$ cat config.mk
export PLATFORM = sky130hd
export DESIGN_NAME = cfg_header
export DESIGN_NICKNAME = d
export VERILOG_FILES = /design/src/cfg_header_pkg.sv /design/src/sync_2ff.sv /design/src/latency_counter.sv /design/src/cfg_header.sv
export SDC_FILE = /design/constraint.sdc
export NUM_CORES = 1
export LEC_CHECK = 0
export ABC_AREA = 1
export ABC_CLOCK_PERIOD_IN_PS = 4500
export BUFFER_PORTS_ARGS = -buffer_cell sky130_fd_sc_hd__buf_4
export CORE_UTILIZATION = 54
export CTS_BUF_LIST = sky130_fd_sc_hd__clkbuf_16
export CTS_CLUSTER_SIZE = 10
export DETAILED_ROUTE_END_ITERATION = 8
export HOLD_SLACK_MARGIN = 0.08
export MAX_ROUTING_LAYER = met4
export PLACE_DENSITY = 0.8
export REMOVE_ABC_BUFFERS = 1
export SYNTH_ARGS = -nofsm -noshare
export SYNTH_HDL_FRONTEND = slang
export SYNTH_SLANG_ARGS = --single-unit
$ cat constraint.sdc
create_clock -name CLOCK -period 4.5 [get_ports CLOCK]
set_input_delay 0.225 -clock CLOCK [delete_from_list [all_inputs] [get_ports CLOCK]]
set_output_delay 0.225 -clock CLOCK [all_outputs]
set_load 0.1 [all_outputs]
$ cat src/cfg_header_pkg.sv
// Purpose: constants and carriers for the second-function configuration header
// Assumes: config and memory requests arrive from a PCI front end on CLOCK
// Notes: offsets are byte addresses of aligned configuration words
package cfg_header_pkg;
   localparam logic [7:0] OFS_COMMAND = 8'h04;
   localparam logic [7:0] OFS_CLASS = 8'h08;
   localparam logic [7:0] OFS_HEADER = 8'h0c;
   localparam logic [7:0] OFS_BAR0 = 8'h10;
   localparam logic [7:0] OFS_SUBSYS = 8'h2c;
   localparam logic [7:0] OFS_CAP_PTR = 8'h34;
   localparam logic [7:0] OFS_INTR = 8'h3c;
   localparam logic [7:0] OFS_DEV_CTRL = 8'h40;

   localparam int CMD_SERR_BIT = 8;
   localparam int CMD_PERR_BIT = 6;
   localparam int CMD_MASTER_BIT = 2;
   localparam int CMD_MEM_BIT = 1;
   localparam logic [31:0] CMD_WMASK = 32'h0000_0146;

   localparam logic [23:0] CLASS_CODE = 24'h048000;
   localparam logic [7:0] HEADER_KIND = 8'h80;
   localparam logic [7:0] LAT_TIMER_RST = 8'h00;
   localparam logic [11:0] BAR_LOW_BITS = 12'h008;
   localparam int BAR_BASE_LSB = 12;
   localparam logic [7:0] CAP_PTR_VAL = 8'h44;
   localparam logic [7:0] MAX_LAT_VAL = 8'hff;
   localparam logic [7:0] MIN_GNT_VAL = 8'h04;
   localparam logic [7:0] INT_PIN_VAL = 8'h01;

   localparam int CTRL_COMPAT_A_BIT = 2;
   localparam int CTRL_COMPAT_B_BIT = 1;
   localparam int CTRL_UNLOCK_BIT = 0;
   localparam logic [7:0] CTRL_WMASK = 8'h07;
   localparam logic [7:0] CTRL_RST = 8'h00;
   localparam logic [31:0] SUBSYS_RST = 32'h0000_0000;

   localparam logic [2:0] MY_FUNCTION = 3'b001;
   localparam logic [1:0] CFG_TYPE0 = 2'b00;

   typedef struct packed {
      logic valid;
      logic idsel;
      logic [2:0] func;
      logic [1:0] ad_low;
      logic [5:0] dword;
      logic write;
      logic [3:0] be_n;
      logic [31:0] wdata;
   } cfg_req_t;

   typedef struct packed {
      logic valid;
      logic [31:0] addr;
   } mem_req_t;
endpackage

$ cat src/sync_2ff.sv
// Purpose: two-flop synchroniser with a constant reset value
// Assumes: rst_n is asynchronous and active low
// Notes: only the second flop is visible outside
`timescale 1ns/1ps
module sync_2ff #(
   parameter logic RESET_VAL = 1'b0
) (
   input wire logic clk,
   input wire logic rst_n,
   input wire logic d,
   output logic q
);
   logic meta_r;

   always_ff @(posedge clk or negedge rst_n) begin
      if (!rst_n) begin
         meta_r <= RESET_VAL;
         q <= RESET_VAL;
      end else begin
         meta_r <= d;
         q <= meta_r;
      end
   end
endmodule

$ cat src/latency_counter.sv
// Purpose: master latency timer
// Assumes: start is a one-cycle pulse at the start of a master tenure
// Notes: a zero load expires right after the start
`timescale 1ns/1ps
module latency_counter #(
   parameter int WIDTH = 8
) (
   input wire logic clk,
   input wire logic rst_n,
   input wire logic start,
   input wire logic active,
   input wire logic [WIDTH-1:0] load,
   output logic expired
);
   logic [WIDTH-1:0] count_r;

   // one decrement per bus clock while mastering
   always_ff @(posedge clk or negedge rst_n) begin
      if (!rst_n) begin
         count_r <= '0;
         expired <= 1'b0;
      end else if (start) begin
         count_r <= load;
         expired <= (load == '0);
      end else if (active) begin
         if (count_r > WIDTH'(1)) begin
            count_r <= count_r - WIDTH'(1);
            expired <= 1'b0;
         end else begin
            count_r <= '0;
            expired <= 1'b1;
         end
      end else begin
         expired <= 1'b0;
      end
   end
endmodule

$ cat src/cfg_header.sv
// Purpose: configuration header of the multimedia function
// Assumes: CFG_IN and MEM_IN come from the PCI front end on CLOCK
// Notes: status half, capability structures and local registers other than the control byte at 0x40 live elsewhere
`timescale 1ns/1ps
module cfg_header
   import cfg_header_pkg::*;
#(
   parameter logic [7:0] REVISION_ID = 8'h01 // arbitrary value
) (
   input wire logic CLOCK,
   input wire logic NRST,
   input wire cfg_req_t CFG_IN,
   output logic CFG_ACK,
   output logic [31:0] CFG_RDATA,
   input wire mem_req_t MEM_IN,
   output logic MEM_CLAIM,
   input wire logic SERR_REQ,
   output logic SERR_DRIVE,
   input wire logic PERR_DET,
   output logic PERR_REPORT,
   input wire logic MASTER_REQ,
   output logic MASTER_GO,
   input wire logic MASTER_ACTIVE,
   input wire logic GNT_N,
   output logic MASTER_STOP,
   output logic CHIPSET_COMPAT_A_EN,
   output logic CHIPSET_COMPAT_B_EN,
   output logic SUBSYS_WRITE_UNLOCK,
   output logic [7:0] INT_LINE
);
   logic rst_n;
   logic gnt_n_s;
   logic lat_expired;
   logic active_d_r;
   logic [31:0] cmd_r;
   logic [7:0] lat_timer_r;
   logic [19:0] bar_base_r;
   logic [31:0] subsys_r;
   logic [7:0] int_line_r;
   logic [7:0] ctrl_r;
   logic hit;
   logic wr_hit;
   logic rd_hit;
   logic [7:0] byte_ofs;
   logic [31:0] rd_word;
   logic [31:0] bar_merged;

   function automatic logic [31:0] be_merge(input logic [31:0] old, input logic [31:0] wdata,
                                            input logic [3:0] be_n, input logic [31:0] wmask);
      logic [31:0] res;
      res = old;
      for (int i = 0; i < 4; i++) begin
         if (!be_n[i]) begin
            res[i*8 +: 8] = (wdata[i*8 +: 8] & wmask[i*8 +: 8]) | (old[i*8 +: 8] & ~wmask[i*8 +: 8]);
         end
      end
      return res;
   endfunction

   sync_2ff #(.RESET_VAL(1'b0)) u_rst_sync (
      .clk(CLOCK),
      .rst_n(NRST),
      .d(1'b1),
      .q(rst_n)
   );

   sync_2ff #(.RESET_VAL(1'b1)) u_gnt_sync (
      .clk(CLOCK),
      .rst_n(rst_n),
      .d(GNT_N),
      .q(gnt_n_s)
   );

   // decode of a type-0 access to this function
   assign hit = CFG_IN.valid && CFG_IN.idsel && (CFG_IN.func == MY_FUNCTION) && (CFG_IN.ad_low == CFG_TYPE0);
   assign wr_hit = hit && CFG_IN.write;
   assign rd_hit = hit && !CFG_IN.write;
   assign byte_ofs = {CFG_IN.dword, 2'b00};
   // byte-merged base word, only the upper twenty bits are kept
   assign bar_merged = be_merge({bar_base_r, 12'h000}, CFG_IN.wdata, CFG_IN.be_n, 32'hffff_f000);

   // read mux is pure, nothing changes on a read
   always_comb begin
      rd_word = 32'h0000_0000;
      case (byte_ofs)
         OFS_COMMAND: rd_word = cmd_r & CMD_WMASK;
         OFS_CLASS: rd_word = {CLASS_CODE, REVISION_ID};
         OFS_HEADER: rd_word = {8'h00, HEADER_KIND, lat_timer_r, 8'h00};
         OFS_BAR0: rd_word = {bar_base_r, BAR_LOW_BITS};
         OFS_SUBSYS: rd_word = subsys_r;
         OFS_CAP_PTR: rd_word = {24'h000000, CAP_PTR_VAL};
         OFS_INTR: rd_word = {MAX_LAT_VAL, MIN_GNT_VAL, INT_PIN_VAL, int_line_r};
         OFS_DEV_CTRL: rd_word = {24'h000000, ctrl_r & CTRL_WMASK};
         default: rd_word = 32'h0000_0000;
      endcase
   end

   always_ff @(posedge CLOCK or negedge rst_n) begin
      if (!rst_n) begin
         CFG_ACK <= 1'b0;
         CFG_RDATA <= 32'h0000_0000;
      end else begin
         CFG_ACK <= hit;
         CFG_RDATA <= rd_hit ? rd_word : 32'h0000_0000;
      end
   end

   // command enables, other bits discarded
   always_ff @(posedge CLOCK or negedge rst_n) begin
      if (!rst_n) begin
         cmd_r <= 32'h0000_0000;
      end else if (wr_hit && byte_ofs == OFS_COMMAND) begin
         cmd_r <= be_merge(cmd_r, CFG_IN.wdata, CFG_IN.be_n, CMD_WMASK);
      end
   end

   always_ff @(posedge CLOCK or negedge rst_n) begin
      if (!rst_n) begin
         lat_timer_r <= LAT_TIMER_RST;
      end else if (wr_hit && byte_ofs == OFS_HEADER && !CFG_IN.be_n[1]) begin
         lat_timer_r <= CFG_IN.wdata[15:8];
      end
   end

   always_ff @(posedge CLOCK or negedge rst_n) begin
      if (!rst_n) begin
         bar_base_r <= 20'h00000;
      end else if (wr_hit && byte_ofs == OFS_BAR0) begin
         bar_base_r <= bar_merged[31:BAR_BASE_LSB];
      end
   end

   // word stays put while locked
   always_ff @(posedge CLOCK or negedge rst_n) begin
      if (!rst_n) begin
         subsys_r <= SUBSYS_RST;
      end else if (wr_hit && byte_ofs == OFS_SUBSYS && ctrl_r[CTRL_UNLOCK_BIT]) begin
         subsys_r <= be_merge(subsys_r, CFG_IN.wdata, CFG_IN.be_n, 32'hffff_ffff);
      end
   end

   always_ff @(posedge CLOCK or negedge rst_n) begin
      if (!rst_n) begin
         int_line_r <= 8'h00;
      end else if (wr_hit && byte_ofs == OFS_INTR && !CFG_IN.be_n[0]) begin
         int_line_r <= CFG_IN.wdata[7:0];
      end
   end

   always_ff @(posedge CLOCK or negedge rst_n) begin
      if (!rst_n) begin
         ctrl_r <= CTRL_RST;
      end else if (wr_hit && byte_ofs == OFS_DEV_CTRL && !CFG_IN.be_n[0]) begin
         ctrl_r <= CFG_IN.wdata[7:0] & CTRL_WMASK;
      end
   end

   always_ff @(posedge CLOCK or negedge rst_n) begin
      if (!rst_n) begin
         CHIPSET_COMPAT_A_EN <= 1'b0;
         CHIPSET_COMPAT_B_EN <= 1'b0;
         SUBSYS_WRITE_UNLOCK <= 1'b0;
         INT_LINE <= 8'h00;
      end else begin
         CHIPSET_COMPAT_A_EN <= ctrl_r[CTRL_COMPAT_A_BIT];
         CHIPSET_COMPAT_B_EN <= ctrl_r[CTRL_COMPAT_B_BIT];
         SUBSYS_WRITE_UNLOCK <= ctrl_r[CTRL_UNLOCK_BIT];
         INT_LINE <= int_line_r;
      end
   end

   // error signalling gates
   always_ff @(posedge CLOCK or negedge rst_n) begin
      if (!rst_n) begin
         SERR_DRIVE <= 1'b0;
         PERR_REPORT <= 1'b0;
      end else begin
         SERR_DRIVE <= SERR_REQ && cmd_r[CMD_SERR_BIT];
         PERR_REPORT <= PERR_DET && cmd_r[CMD_PERR_BIT];
      end
   end

   // target decode of the 4 kB window
   always_ff @(posedge CLOCK or negedge rst_n) begin
      if (!rst_n) begin
         MEM_CLAIM <= 1'b0;
      end else begin
         MEM_CLAIM <= MEM_IN.valid && cmd_r[CMD_MEM_BIT] &&
                      (MEM_IN.addr[31:BAR_BASE_LSB] == bar_base_r);
      end
   end

   // master side
   always_ff @(posedge CLOCK or negedge rst_n) begin
      if (!rst_n) begin
         MASTER_GO <= 1'b0;
         MASTER_STOP <= 1'b0;
         active_d_r <= 1'b0;
      end else begin
         MASTER_GO <= MASTER_REQ && cmd_r[CMD_MASTER_BIT];
         MASTER_STOP <= lat_expired && gnt_n_s && MASTER_ACTIVE;
         active_d_r <= MASTER_ACTIVE;
      end
   end

   latency_counter #(.WIDTH(8)) u_lat (
      .clk(CLOCK),
      .rst_n(rst_n),
      .start(MASTER_ACTIVE && !active_d_r),
      .active(MASTER_ACTIVE),
      .load(lat_timer_r),
      .expired(lat_expired)
   );

   a_serr_gated: assert property (@(posedge CLOCK) disable iff (!rst_n)
      SERR_DRIVE |-> $past(SERR_REQ) && $past(cmd_r[CMD_SERR_BIT]))
      else $error("system error driven while disabled");

   a_perr_gated: assert property (@(posedge CLOCK) disable iff (!rst_n)
      (PERR_DET && !cmd_r[CMD_PERR_BIT]) |=> !PERR_REPORT)
      else $error("parity error reported while disabled");

   a_master_go_gated: assert property (@(posedge CLOCK) disable iff (!rst_n)
      MASTER_REQ |=> (MASTER_GO == $past(cmd_r[CMD_MASTER_BIT])))
      else $error("master start not following enable");

   a_mem_claim_gated: assert property (@(posedge CLOCK) disable iff (!rst_n)
      MEM_CLAIM |-> $past(cmd_r[CMD_MEM_BIT]) && $past(MEM_IN.addr[31:12]) == $past(bar_base_r))
      else $error("memory claim without enable or match");

   a_class_read: assert property (@(posedge CLOCK) disable iff (!rst_n)
      (rd_hit && byte_ofs == OFS_CLASS) |=> CFG_ACK && CFG_RDATA[31:8] == 24'h048000)
      else $error("class code wrong");

   a_bar_low_fixed: assert property (@(posedge CLOCK) disable iff (!rst_n)
      (rd_hit && byte_ofs == OFS_BAR0) |=> CFG_RDATA[11:0] == 12'h008)
      else $error("base address low bits wrong");

   a_subsys_locked: assert property (@(posedge CLOCK) disable iff (!rst_n)
      (wr_hit && byte_ofs == OFS_SUBSYS && !ctrl_r[CTRL_UNLOCK_BIT]) |=> $stable(subsys_r))
      else $error("locked subsystem word changed");

   a_latency_stop: assert property (@(posedge CLOCK) disable iff (!rst_n)
      (lat_expired && gnt_n_s && MASTER_ACTIVE) |=> MASTER_STOP)
      else $error("master not stopping after expiry");

   a_reserved_zero: assert property (@(posedge CLOCK) disable iff (!rst_n)
      (rd_hit && byte_ofs == 8'h00) |=> CFG_RDATA == 32'h0000_0000)
      else $error("unimplemented word not zero");

   a_foreign_ignored: assert property (@(posedge CLOCK) disable iff (!rst_n)
      (CFG_IN.valid && (!CFG_IN.idsel || CFG_IN.func != MY_FUNCTION || CFG_IN.ad_low != CFG_TYPE0)) |=> !CFG_ACK)
      else $error("access to other function answered");

   a_intr_consts: assert property (@(posedge CLOCK) disable iff (!rst_n)
      (rd_hit && byte_ofs == OFS_INTR) |=> CFG_RDATA[31:8] == 24'hff0401)
      else $error("interrupt word constants wrong");

   a_ack_follows_hit: assert property (@(posedge CLOCK) disable iff (!rst_n)
      hit |=> CFG_ACK)
      else $error("decoded access not acknowledged");

   a_rdata_idle_zero: assert property (@(posedge CLOCK) disable iff (!rst_n)
      !rd_hit |=> CFG_RDATA == 32'h0000_0000)
      else $error("read data not zero outside a read");

   a_cmd_reserved_zero: assert property (@(posedge CLOCK) disable iff (!rst_n)
      (rd_hit && byte_ofs == OFS_COMMAND) |=> (CFG_RDATA & ~CMD_WMASK) == 32'h0000_0000)
      else $error("unused command bits not zero");

   a_header_kind: assert property (@(posedge CLOCK) disable iff (!rst_n)
      (rd_hit && byte_ofs == OFS_HEADER) |=>
         CFG_RDATA[23:16] == HEADER_KIND && CFG_RDATA[31:24] == 8'h00 && CFG_RDATA[7:0] == 8'h00)
      else $error("header type word wrong");

   a_lat_readback: assert property (@(posedge CLOCK) disable iff (!rst_n)
      (rd_hit && byte_ofs == OFS_HEADER) |=> CFG_RDATA[15:8] == $past(lat_timer_r))
      else $error("latency timer read back wrong");

   a_lat_timer_write: assert property (@(posedge CLOCK) disable iff (!rst_n)
      (wr_hit && byte_ofs == OFS_HEADER && !CFG_IN.be_n[1]) |=> lat_timer_r == $past(CFG_IN.wdata[15:8]))
      else $error("latency timer write lost");

   a_bar_base_write: assert property (@(posedge CLOCK) disable iff (!rst_n)
      (wr_hit && byte_ofs == OFS_BAR0 && CFG_IN.be_n == 4'h0) |=> bar_base_r == $past(CFG_IN.wdata[31:12]))
      else $error("base address write lost");

   a_subsys_read: assert property (@(posedge CLOCK) disable iff (!rst_n)
      (rd_hit && byte_ofs == OFS_SUBSYS) |=> CFG_RDATA == $past(subsys_r))
      else $error("subsystem word read wrong");

   a_subsys_unlocked: assert property (@(posedge CLOCK) disable iff (!rst_n)
      (wr_hit && byte_ofs == OFS_SUBSYS && ctrl_r[CTRL_UNLOCK_BIT] && CFG_IN.be_n == 4'h0) |=>
         subsys_r == $past(CFG_IN.wdata))
      else $error("unlocked subsystem write lost");

   a_cap_ptr_read: assert property (@(posedge CLOCK) disable iff (!rst_n)
      (rd_hit && byte_ofs == OFS_CAP_PTR) |=> CFG_RDATA == {24'h000000, CAP_PTR_VAL})
      else $error("capability pointer wrong");

   a_int_line_read: assert property (@(posedge CLOCK) disable iff (!rst_n)
      (rd_hit && byte_ofs == OFS_INTR) |=> CFG_RDATA[7:0] == $past(int_line_r))
      else $error("interrupt line read wrong");

   a_int_line_out: assert property (@(posedge CLOCK) disable iff (!rst_n)
      INT_LINE == $past(int_line_r))
      else $error("interrupt line output stale");

   a_ctrl_write: assert property (@(posedge CLOCK) disable iff (!rst_n)
      (wr_hit && byte_ofs == OFS_DEV_CTRL && !CFG_IN.be_n[0]) |=> ctrl_r == ($past(CFG_IN.wdata[7:0]) & CTRL_WMASK))
      else $error("control write lost");

   a_compat_a_out: assert property (@(posedge CLOCK) disable iff (!rst_n)
      CHIPSET_COMPAT_A_EN == $past(ctrl_r[CTRL_COMPAT_A_BIT]))
      else $error("compatibility mode a output wrong");

   a_compat_b_out: assert property (@(posedge CLOCK) disable iff (!rst_n)
      CHIPSET_COMPAT_B_EN == $past(ctrl_r[CTRL_COMPAT_B_BIT]))
      else $error("compatibility mode b output wrong");

   a_unlock_out: assert property (@(posedge CLOCK) disable iff (!rst_n)
      SUBSYS_WRITE_UNLOCK == $past(ctrl_r[CTRL_UNLOCK_BIT]))
      else $error("unlock output wrong");

   a_serr_off: assert property (@(posedge CLOCK) disable iff (!rst_n)
      !cmd_r[CMD_SERR_BIT] |=> !SERR_DRIVE)
      else $error("system error driven while disabled");

   a_master_go_off: assert property (@(posedge CLOCK) disable iff (!rst_n)
      !cmd_r[CMD_MASTER_BIT] |=> !MASTER_GO)
      else $error("master started while disabled");

   a_mem_claim_off: assert property (@(posedge CLOCK) disable iff (!rst_n)
      !cmd_r[CMD_MEM_BIT] |=> !MEM_CLAIM)
      else $error("memory claimed while disabled");

   a_stop_cause: assert property (@(posedge CLOCK) disable iff (!rst_n)
      MASTER_STOP |-> $past(MASTER_ACTIVE) && $past(lat_expired))
      else $error("master stop without expiry");

   a_read_no_effect: assert property (@(posedge CLOCK) disable iff (!rst_n)
      rd_hit |=> $stable(cmd_r) && $stable(subsys_r) && $stable(ctrl_r))
      else $error("read changed a register");
endmodule

Word-level counts from Yosys, hierarchy flattened --
Cells that the tools add are included.
Word-level totals: input port bits 90, flip-flop bits (word level) 150, word-level logic and storage cells 95, output and inout bits 49
Operators by class: equality and inequality tests 10, reductions and logical operators 39, bitwise logic cells 6, add/sub/neg operators 1, magnitude comparators 1, muxes and demuxes 8
Operators with widths (count):
- 32-bit one-hot mux with 8 select lines | 1
- 32-bit 2-to-1 mux | 1
- 8-bit 2-to-1 mux | 3
- 1-bit logical AND | 23
- 20-bit equality test | 1
- 6-bit by 4-bit equality test with 1-bit output (second input constant) | 3
- 2-bit AND reduction | 9
- 6-bit by 2-bit equality test with 1-bit output (second input constant) | 2
- 8-bit by 1-bit > comparator with 1-bit output (second input constant) | 1
- 8-bit zero test | 1
- 1-bit by 8-bit OR with 8-bit output | 1
- 7-bit by 8-bit OR with 8-bit output | 1
- 8-bit by 1-bit subtractor with 8-bit output (second input constant) | 1
- 6-bit by 1-bit equality test with 1-bit output (second input constant) | 1
- 6-bit by 3-bit equality test with 1-bit output (second input constant) | 1
- 6-bit by 5-bit equality test with 1-bit output (second input constant) | 1
- 1-bit zero test | 4
- 1-bit inverter | 4
- 3-bit by 1-bit equality test with 1-bit output (second input constant) | 1
- 1-bit 2-to-1 mux | 3
- 2-bit zero test | 1
- 2-bit nonzero test | 1

Logic depth before layout (Yosys ltp) --
Gate-level depths: netlist of the first run.
depth in word-level cells 7, depth in mapped cells 9, mapped depth without buffers 9

Cells and area by module --
From an unflattened synthesis of the first run, not the netlist that was laid out.
Second synthesis, totals: cells, all modules 813, area, all modules 6481.2 µm²
By module, submodules not included:
- cfg_header | cells an instance 716, area an instance 5719.2 µm², times used 1, seq. area each 3128.0 µm²
- latency_counter | cells an instance 93, area an instance 659.4 µm², times used 1, seq. area each 225.2 µm²
- sync_2ff at u_gnt_sync | cells an instance 2, area an instance 52.6 µm², times used 1, seq. area each 52.6 µm²
- sync_2ff at u_rst_sync | cells an instance 2, area an instance 50.0 µm², times used 1, seq. area each 50.0 µm²

Least setup slack after synthesis of the first run --
No wires, ideal clock.
kind reg2reg, from reg u_lat.count_r[0], to reg u_lat.count_r[5], data required time 4.423 ns, setup slack 3.031 ns, library setup time 0.077 ns, stages on the path, launching flop included 10, clock period less this slack 1.469 ns, arrival 1.392 ns, buffers on the path 0, path through dfrtp_1 > inv_1 > ha_1 > inv_1 > nand2_1 > nand2_1 > nor2_1 > nor2_1 > nand3_1 > a21oi_1
Between the ends: cells in the longest elaborated chain, start to end 4, elaborated cells on any way between the ends 5, those cells by class add/sub: 1; order compare: 1; mux: 3
Ends and longest elaborated chain:
- start: declaration | line latency_counter.sv:15 | logic [WIDTH-1:0] count_r;
- start signal: assignment | line latency_counter.sv:23 | count_r <= load;
- start signal: assignment | line latency_counter.sv:27 | count_r <= count_r - WIDTH'(1);
- 8-bit by 1-bit subtractor with 8-bit output or 8-bit by 1-bit > comparator with 1-bit output (tied branches) | line latency_counter.sv:27, latency_counter.sv:26
- 8-bit 2-to-1 mux (*) | line latency_counter.sv:26 | if (count_r > WIDTH'(1)) begin
- 8-bit 2-to-1 mux (*) | line latency_counter.sv:25 | end else if (active) begin
- 8-bit 2-to-1 mux (*) | line latency_counter.sv:22 | end else if (start) begin
Every way passes the cells marked *; elsewhere a longest branch is shown, timed or not. The select of a mux whose other input is x is not followed. A chain may end at the register's enable or synchronous reset.

Worst setup path after layout of the first run --
from in CFG_IN[43] in the netlist's numbering, to reg int_line_r[5]
Between the ends: cells in the longest elaborated chain, start to end 5
Ends and longest elaborated chain:
- start: declaration | line cfg_header.sv:12 | input wire cfg_req_t CFG_IN,
- 2-bit zero test | line cfg_header.sv:75 | assign hit = CFG_IN.valid && CFG_IN.idsel && (CFG_IN.func == MY_FUNCTION) && (CFG_IN.ad_low == CFG_TYPE0);
- 1-bit logical AND | line cfg_header.sv:75
- 1-bit logical AND | line cfg_header.sv:76 | assign wr_hit = hit && CFG_IN.write;
- 1-bit logical AND (2 in series) | line cfg_header.sv:145 | end else if (wr_hit && byte_ofs == OFS_INTR && !CFG_IN.be_n[0]) begin
- end signal: assignment | line cfg_header.sv:146 | int_line_r <= CFG_IN.wdata[7:0];
- end: declaration | line cfg_header.sv:39 | logic [7:0] int_line_r;
No other way between the ends.

==> metrics.md, run 1 <==
| Metric | Value |
|---|---|
| Outcome | `finished clean` |
| Post-synth cell types | `30` |
| PortBufs | `126` |
| Min cycle time layout | `2.49 ns` |
| Seq. cell area | `about 0.0035 sq mm` |
| Largest net degree at the start of global routing | `62` |
| Detailed Route WL | `16800 microns` |
| CTS H-tree lvls | `4` |
| Max_cap viols | `0` |
| Flops & latches, synth | `138` |
| Post-Synth Adder-Cell Area | `0.00402` |
| Fmax | `401 MHz` |
| Multiplexer area fraction after synthesis | `0` |
| Vias in the first global route | `5850` |
| Most frequent cells in the layout | `nand2_1 (286), dfrtp_1 (135), buf_4 (131)` |
| Num CTS Buffers | `17` |
| Least-Margin Pin Slew | `1.13 ns` |
| Syn Area/Cell | `7.97 sq um` |
| Core box area | `between 0.01 and 0.015 sq mm` |
| PD cells | `about 360 mW/mm^2` |
| Clock Tree Buf Depth | `2` |
| Max rail drop VDD | `0.255 mV` |
| CTS resizes | `0` |
| Clk pin slew, worst setup/hold paths | `0.06 ns` |
| IO Pins | `roughly 140` |
| Clock Latency Late Sink | `0.43 ns` |
| Worst path cell trace | `dlygate4sd3_1 > buf_4 > nor3_2 > nand3_1 > inv_1 > nand3_1 > nand2_1 > nand2_1` |
| Xor/xnor cell area share of the yosys netlist | `0.00985` |
| Die Area | `0.0120 sq mm` |
| # rows | `38` |
| Simple-gate share of the synthesized area | `0.334` |
| Total track usage | `0.312` |
| Share of layout cells above drive strength 1 | `0.179` |
| Unrepaired setup endpoints after global routing | `false` |
| Critical Path RT | `4.81 ns` |
| Initial antenna violation count | `0` |
| DIE HEIGHT | `109 microns` |
| Design Area, Final | `0.00830 sq mm` |
| Largest family of logic cells by synthesized area | `simple AND/OR/NAND/NOR gates` |
| HP Class | `primary input to asynchronous set/reset pin` |
| Slew HR | `0.246` |
| Post-layout util | `0.753` |
| WL per Instance | `approximately 15 microns` |
| Leakage | `4.43 nW` |
| Final setup viols | `0` |
| Nets | `1041` |
| Post-Syn Area | `0.00622 sq mm` |
| Sequential area share after synthesis | `0.555` |
| Fin. Hold Viols | `0` |
| Commonest non-fill, non-tap cell in the layout | `nand2_1` |
| Max incr delay on CP | `0.70 ns` |
| Worst setup path class | `primary input to register` |
| Clk_skew | `0.00531 ns` |
| Yosys warnings | `0` |
| Crit path max fanout | `23` |
| Slew Limit Fails | `0` |
| GP Congestion | `0.933` |
| CP endpoint kind | `register` |
| # diodes | `0` |
| GR Overflow Total | `0` |
| Crit path max-delay cell type | `inv_1` |
| First-pass GRT wire length | `between 20000 and 30000 microns` |
| CTS tree | `done` |
| Power Total | `3.01 mW` |
| Worst EP arrival | `2.80 ns` |
| Compound-Gate Fraction of Synth Area | `0.0396` |
| Clock Sinks | `138` |
| Vias per cell | `5.32` |
| Starting Density | `0.564` |
| Area grow syn2layout | `33.4%` |
| Multi-input combinational cell area | `between 0.002 and 0.0025 sq mm` |
| CTS Root Buffer Type | `clkbuf_16` |
| Setup TNS | `0 ns` |
| Routed vias | `5864` |
| Number of DRC markers in iteration 0 | `432` |
| Final cycle utilization of the critical path | `0.554` |
| Die Width | `109 microns` |
| Fillers | `799` |
| Startpoint Class | `primary input` |
| Drt drc | `0` |
| Dpl cell area | `0.00728 sq mm` |
| Drt pass-1 iters | `5` |
| Cells after Synth | `between 700 and 800` |
| DP HPWL | `between 10000 and 15000 microns` |
| Worst hold slack | `about 0.11 ns` |
| Post-DRT Antenna Nets | `0` |
==> worst max-delay path, delay by kind of cell <==
| kind | cells | cell delay, ns |
|---|---|---|
| buffers and inverters | 3 | 1.38 |
| and+or+nand+nor | 5 | 1.19 |
==> Yosys cell counts, drive strengths merged <==
library cell  number  area share
a21oi             22       0.018
a22oi              5      0.0060
buf               17       0.014
clkbuf             5      0.0030
clkinv             3      0.0018
conb               1     0.00060
dfrtp            136        0.55
dfstp              2      0.0084
ha                 2      0.0040
inv               62       0.037
nand2            286        0.17
nand3             66       0.053
nand3b             1      0.0012
nand4             22       0.022
nor2             114       0.071
nor3              12       0.013
nor3b              1      0.0012
o211ai             1      0.0012
o21ai             11      0.0088
o21bai             1      0.0012
o221ai             1      0.0014
o22ai              2      0.0020
o31ai              1      0.0012
xnor2              3      0.0042
xor2               4      0.0056
==> power breakdown <==
group	internal [mW]	leakage, nW	switching [mW]
Combinational	0.111	2.25	0.131
Sequential	1.26	1.89	0.0298
Clock	0.925	0.284	0.547
==> sequential cells by signal (all words and copies together), names as in the netlist, 3 cells and up <==
name,count
ctrl_r,3
u_lat.count_r,8
INT_LINE,8
subsys_r,32
lat_timer_r,8
cmd_r,4
CFG_RDATA,32
bar_base_r,20
int_line_r,8
==> stage by stage <==
stage / setup slack [ns] / std cells
after global placement: 1.77 / 1030
after floorplan: 0.374 / 759
after global routing: 1.75 / 1102
after CTS: 2.04 / 1102
after detailed placement: 1.68 / 1030
final: 2.01 / 1102
==> cells by family (layout without fill, tap and decap cells) <==
logic type                 after synthesis  count (layout)
and+or+nand+nor                        502             502
AOI/OAI and AO/OA                       44              44
adders and majority gates                2               2
other                                    1               1
buffers and inverters                   87             268
xor gates and xnor gates                 7               7
DFF                                    138             138
==> metal layers <==
metal	track usage	up-vias	wire (microns)
met5	-	-	0
met4	0.132	0	420
met3	0.0587	35	1020
met2	0.500	223	8320
met1	0.390	2797	7020
li1	-	2809	-
==> final cells by class <==
| cell class | instances | share of cell area |
|---|---|---|
| Multi-Input combinational cell | 556 | 0.291 |
| Clock buffer | 17 | 0.0512 |
| Clock inverter | 15 | 0.0241 |
| Inverter | 65 | 0.0294 |
| Timing Repair Buffer | 171 | 0.167 |
| Tap cell | 140 | 0.0211 |
| Sequential cell | 138 | 0.417 |
==> what timing repair did <==
action / 4_1_cts / 5_1_grt
endpoints found under the hold margin: 69 / 0
buffers inserted: 0 / 0
hold buffers: 40 / 0
==> path summary, 6_finish.rpt <==
path | cells after the start | from | endpoint | slack [ns]
worst min register to register | 0 | u_rst_sync.meta_r | u_rst_sync.q | 0.35
min in group CLOCK | 4 | CFG_IN[33] | lat_timer_r[6] | 0.12
worst min-delay path | 2 | NRST | u_rst_sync.q | 0.11
worst max-delay path | 8 | CFG_IN[43] | int_line_r[5] | 2.01
max in group asynchronous | 1 | u_rst_sync.q | u_gnt_sync.meta_r | 3.03
worst max register to register | 9 | u_lat.count_r[0] | u_lat.count_r[7] | 2.69
(Power assumes the default switching activity.)
==> inputs of run 2 (changes only) <==
ABC_CLOCK_PERIOD_IN_PS = 2060   (was 4500)
CORE_UTILIZATION = 49   (was 54)
PLACE_DENSITY = 0.76   (was 0.8)
clock period = 2.06 ns   (was 4.5 ns; I/O delays follow)
==> metrics.md, run 2 (same netlist as run 1, synthesis figures left out) <==
| Metric | Value |
|---|---|
| Largest net degree at the start of global routing | `between 40 and 50` |
| Commonest non-fill, non-tap cell in the layout | `nand2_1` |
| Post-DRT Antenna Nets | `0` |
| Clock Latency Late Sink | `around 0.42 ns` |
| Post-layout util | `0.699` |
| Outcome | `finished clean` |
| Starting Density | `0.510` |
| Final cycle utilization of the critical path | `0.977` |
| First-pass GRT wire length | `27800 microns` |
| Layout Cells excl Fill | `between 1000 and 1500` |
| Drt pass-1 iters | `5` |
| CP endpoint kind | `register` |
| Reg2Reg Setup Slack | `approximately 0.26 ns` |
| GR Util met2 | `0.455` |
| Post-CTS Setup Inserts | `0` |
| Slew HR | `0.585` |
| GP Congestion | `approximately 0.88` |
| Hold Path End | `MEM_CLAIM` |
| GR Overflow Total | `0` |
| Worst setup path class | `primary input to register` |
| PD cells | `716 mW/mm^2` |
| DP HPWL | `between 10000 and 15000 microns` |
| Psw | `around 1.5 mW` |
| Share of layout cells above drive strength 1 | `0.181` |
| R2r endpoint | `u_lat.count_r[0]` |
| Largest regs | `CFG_RDATA x32, subsys_r x32, bar_base_r x20` |
| Num CTS Buffers | `17` |
| Total track usage | `0.288` |
| WL per Instance | `14.6 microns` |
| Pre-CTS setup slack | `~0.24 ns` |
| Crit. Startpoint | `CFG_IN[42]` |
| HP Class | `primary input to register` |
| Vias in the first global route | `5762` |
| CTS tree | `done` |
| Cell Int Power | `approximately 4.6 mW` |
| HP Start | `MEM_IN[32]` |
| IO Pins | `~140` |
| Drt drc | `0` |
| Final critical-path setup slack | `0.0478 ns` |
| # rows | `40` |
| Fin. Hold Viols | `0` |
| Startpoint Class | `primary input` |
| Max_cap viols | `0` |
| Area grow syn2layout | `37.2%` |
| Clock Tree Buf Depth | `2` |
| DIE HEIGHT | `115 microns` |
| Global-route met3 utilization | `0.0614` |
| Fmax | `497 MHz` |
| Leakage | `4.53 nW` |
| Clk pin slew, worst setup/hold paths | `roughly 0.060 ns` |
| Inst Count DP | `1074` |
| Clk_skew | `0.00840 ns` |
| Slew Limit Fails | `0` |
| Die Area | `approximately 0.013 sq mm` |
| Routed vias | `5886` |
| Worst EP arrival | `approximately 2.4 ns` |
| Clock Sinks | `~140` |
| Sequential Power Share | `0.461` |
| CTS Root Buffer Type | `clkbuf_16` |
| Most frequent cells in the layout | `nand2_1 (286), buf_4 (144), dfrtp_1 (135)` |
| PortBufs | `roughly 130` |
| Reg2reg start | `u_lat.count_r[0]` |
| Most Crowded Layer GR | `met2` |
| CTS H-tree lvls | `4` |
| CTS resizes | `0` |
| Sw Share | `0.241` |
| Vias per cell | `5.07` |
| Initial antenna violation count | `1` |
| Detailed Route WL | `17000 microns` |
| Min cycle time layout | `2.01 ns` |
| Clk pwr share | `0.447` |
| Crit path max fanout | `10` |
| Final setup viols | `0` |
| Hold Path Cell Cnt | `7` |
| Power Total | `6.11 mW` |
| Die Width | `115 microns` |
| R2r worst-path depth | `10` |
| Number of DRC markers in iteration 0 | `about 370` |
| Least-Margin Pin Slew | `0.619 ns` |
| Met1 Use GR | `0.368` |
| Core box area | `0.0122 sq mm` |
| Critical Path RT | `2.42 ns` |
| Nets | `1071` |
| Max rail drop VDD | `around 0.63 mV` |
| Comb power frac | `0.092` |
## run 2: how the worst max path moves through the flow
stage	endpoint	slack, ns	cells after the start
6_report	lat_timer_r[1]	0.05	8
2_1_floorplan	CFG_ACK	-2.07	0
4_1_cts	MEM_CLAIM	0.02	8
3_3_place_gp	int_line_r[0]	0.29	7
5_1_grt	lat_timer_r[1]	-0.06	8
3_5_place_dp	int_line_r[5]	0.24	7
## run 2: critical path: stages
cell and delay (ns):
buf_4 0.11, nor2_1 0.18, buf_4 0.20, nand3_1 0.30
nor3_2 0.62, nand2_1 0.16, dlygate4sd3_1 0.63, nand2_1 0.06
## run 2: layer usage
metal  share of wire  routed length [microns]
met4           0.019                      322
met1            0.42                     7130
met5               0                        0
met2            0.50                     8510
met3           0.059                      998
## run 2: area by class of cell
| cell class | count | area (sq um) |
|---|---|---|
| antenna | 1 | 2.50 |
| clock buffer | 17 | 425 |
| clock inverter | 15 | 97.6 |
| fill | 986 | 3680 |
| inverter | 65 | 244 |
| multi-input combinational | 556 | 2410 |
| sequential | 138 | 3460 |
| tap | 168 | 210 |
| timing repair buffer | 201 | 1680 |
## run 2: per-stage QoR
step                TNS (ns)  cell area (sq um)  hold WS (ns)
detailed placement         0               7470        -0.114
finish                     0               8540         0.110
global route         -0.0570               8540         0.169
global placement           0               7470        -0.114
CTS                        0               8540        0.0964
floorplan            -286.33               6110        -0.193
## run 2: power by group through the flow
stage	Sequential, mW	Clock (mW)	Combinational [mW]
6_report	2.82	2.73	0.562
5_1_grt	2.82	2.86	0.627
4_1_cts	2.82	2.75	0.562
3_5_place_dp	2.86	0	0.490
3_3_place_gp	2.86	0	0.480
2_1_floorplan	2.88	0	0.226
## run 2: timing repair
item,4_1_cts,5_1_grt
endpoints found under the hold margin,91,0
endpoints found under the setup margin,0,1
hold buffers,55,0
==> inputs of run 3 (changes only) <==
==> constraint.sdc (replaced) <==
create_clock -name CLOCK -period 2.06 [get_ports CLOCK]
set_input_delay 0 -clock CLOCK [delete_from_list [all_inputs] [get_ports CLOCK]]
set_output_delay 0 -clock CLOCK [all_outputs]
set_load 0.1 [all_outputs]
==> metrics.md, run 3 (same netlist as run 1, synthesis figures left out) <==
| Metric | Value |
|---|---|
| Slew HR | `0.607` |
| Total track usage | `0.296` |
| WL per Instance | `14.7 microns` |
| Detailed Route WL | `17400 microns` |
| Fin. Hold Viols | `0` |
| Routed vias | `around 6000` |
| IO Pins | `about 140` |
| PortBufs | `126` |
| Max rail drop VDD | `0.552 mV` |
| First-pass GRT wire length | `28700 microns` |
| Reg2Reg Setup Slack | `0.37 ns` |
| Starting Density | `0.510` |
| Min cycle time layout | `between 1.5 and 2 ns` |
| GP Congestion | `0.910` |
| Outcome | `finished clean` |
| Clock Sinks | `138` |
| Unrepaired setup endpoints after global routing | `false` |
| Vias per cell | `5.10` |
| Vias in the first global route | `between 5000 and 6000` |
| Crit path max fanout | `12` |
| Clk_skew | `0.00888 ns` |
| Startpoint Class | `primary input` |
| Clock Latency Late Sink | `0.43 ns` |
| Clk pin slew, worst setup/hold paths | `about 0.060 ns` |
| CTS H-tree lvls | `4` |
| Largest regs | `CFG_RDATA x32, subsys_r x32, bar_base_r x20` |
| Leakage | `between 4 and 5 nW` |
| Num CTS Buffers | `17` |
| HP Class | `primary input to register` |
| Fillers | `between 900 and 1000` |
| Number of DRC markers in iteration 0 | `~470` |
| Most frequent cells in the layout | `nand2_1 (286), buf_4 (147), dfrtp_1 (135)` |
| Drt pass-1 iters | `6` |
| Max_cap viols | `0` |
| Die Area | `around 0.013 sq mm` |
| PD cells | `715 mW/mm^2` |
| Worst setup path class | `primary input to register` |
| CTS Root Buffer Type | `clkbuf_16` |
| Critical Path RT | `2.42 ns` |
| Share of layout cells above drive strength 1 | `0.186` |
| GR Overflow Total | `0` |
| DIE HEIGHT | `115 microns` |
| Core box area | `0.0122 sq mm` |
| CP endpoint kind | `register` |
| Inst Count DP | `1072` |
| Drt drc | `0` |
| Post-DRT Antenna Nets | `0` |
| DP HPWL | `11300 microns` |
| Setup TNS | `0 ns` |
| Worst EP arrival | `2.28 ns` |
| Nets | `approximately 1100` |
| # rows | `40` |
| Slew Limit Fails | `0` |
| # diodes | `0` |
| Commonest non-fill, non-tap cell in the layout | `nand2_1` |
| Final cycle utilization of the critical path | `0.932` |
| Area grow syn2layout | `41.5%` |
| Clock Tree Buf Depth | `2` |
| Fmax | `521 MHz` |
| Least-Margin Pin Slew | `0.588 ns` |
| Initial antenna violation count | `0` |
| Die Width | `115 microns` |
| CTS tree | `done` |
| Layout Cells excl Fill | `1182` |
| Largest net degree at the start of global routing | `41` |
| Final setup viols | `0` |
[run 3: layout make-up]
cell class	instances	area (sq um)	area share
clock buffer	17	425	0.0483
tap	168	210	0.0239
clock inverter	14	134	0.0152
multi-input combinational	556	2420	0.275
timing repair buffer	224	1900	0.216
sequential	138	3460	0.393
inverter	65	248	0.0281
[run 3: repair_timing]
action,4_1_cts,5_1_grt
hold endpoints to repair,102,0
hold buffers,75,0
setup buffers,0,5
setup endpoints to repair,0,14
resized for setup,0,3
[run 3: stage by stage]
stage | total power [mW] | setup slack, ns | hold slack (ns) | instance area, sq um | util
CTS | 6.31 | 0.0334 | 0.0813 | 8760 | 0.718
global route | 6.51 | 0.0292 | 0.101 | 8800 | 0.721
finish | 6.30 | 0.140 | 0.0808 | 8800 | 0.721
detailed placement | 3.35 | 0.238 | -0.215 | 7450 | 0.610
floorplan | 3.11 | -2.07 | -0.296 | 6110 | -
global placement | 3.34 | 0.300 | -0.217 | 7450 | 0.610
[run 3: per-layer routing]
layer / vias to the layer above / share of wire / global-route usage
met5: - / 0 / -
met4: 0 / 0.027 / 0.125
met3: 38 / 0.070 / 0.0731
met2: 226 / 0.49 / 0.461
met1: 2856 / 0.41 / 0.370
li1: 2911 / - / -
[run 3: worst paths after layout]
| path | startpoint | end | cells past startpoint |
|---|---|---|---|
| hold reg to reg | u_rst_sync.q | INT_LINE[5] | 0 |
| max in group asynchronous | u_rst_sync.q | u_gnt_sync.q | 1 |
| setup reg to reg | u_lat.count_r[0] | u_lat.count_r[1] | 9 |
| setup / recovery | CFG_IN[36] | ctrl_r[0] | 8 |
| hold / removal | CFG_IN[35] | bar_base_r[16] | 4 |
| min in group asynchronous | u_rst_sync.q | INT_LINE[5] | 0 |
[run 3: where the power goes]
group	switching (mW)	internal [mW]	leakage (nW)
clock network	1.15	1.75	0.267
registers	0.0559	2.76	1.89
logic	0.305	0.279	2.47
total	1.51	4.79	4.64
[run 3: critical path, stage by stage]
cell	delay, ns
dlygate4sd3_1	0.54
buf_4	0.14
nand3_1	0.32
clkinvlp_4	0.38
nand3_1	0.23
nand2_1	0.07
nand2_1	0.06
dlygate4sd3_1	0.55
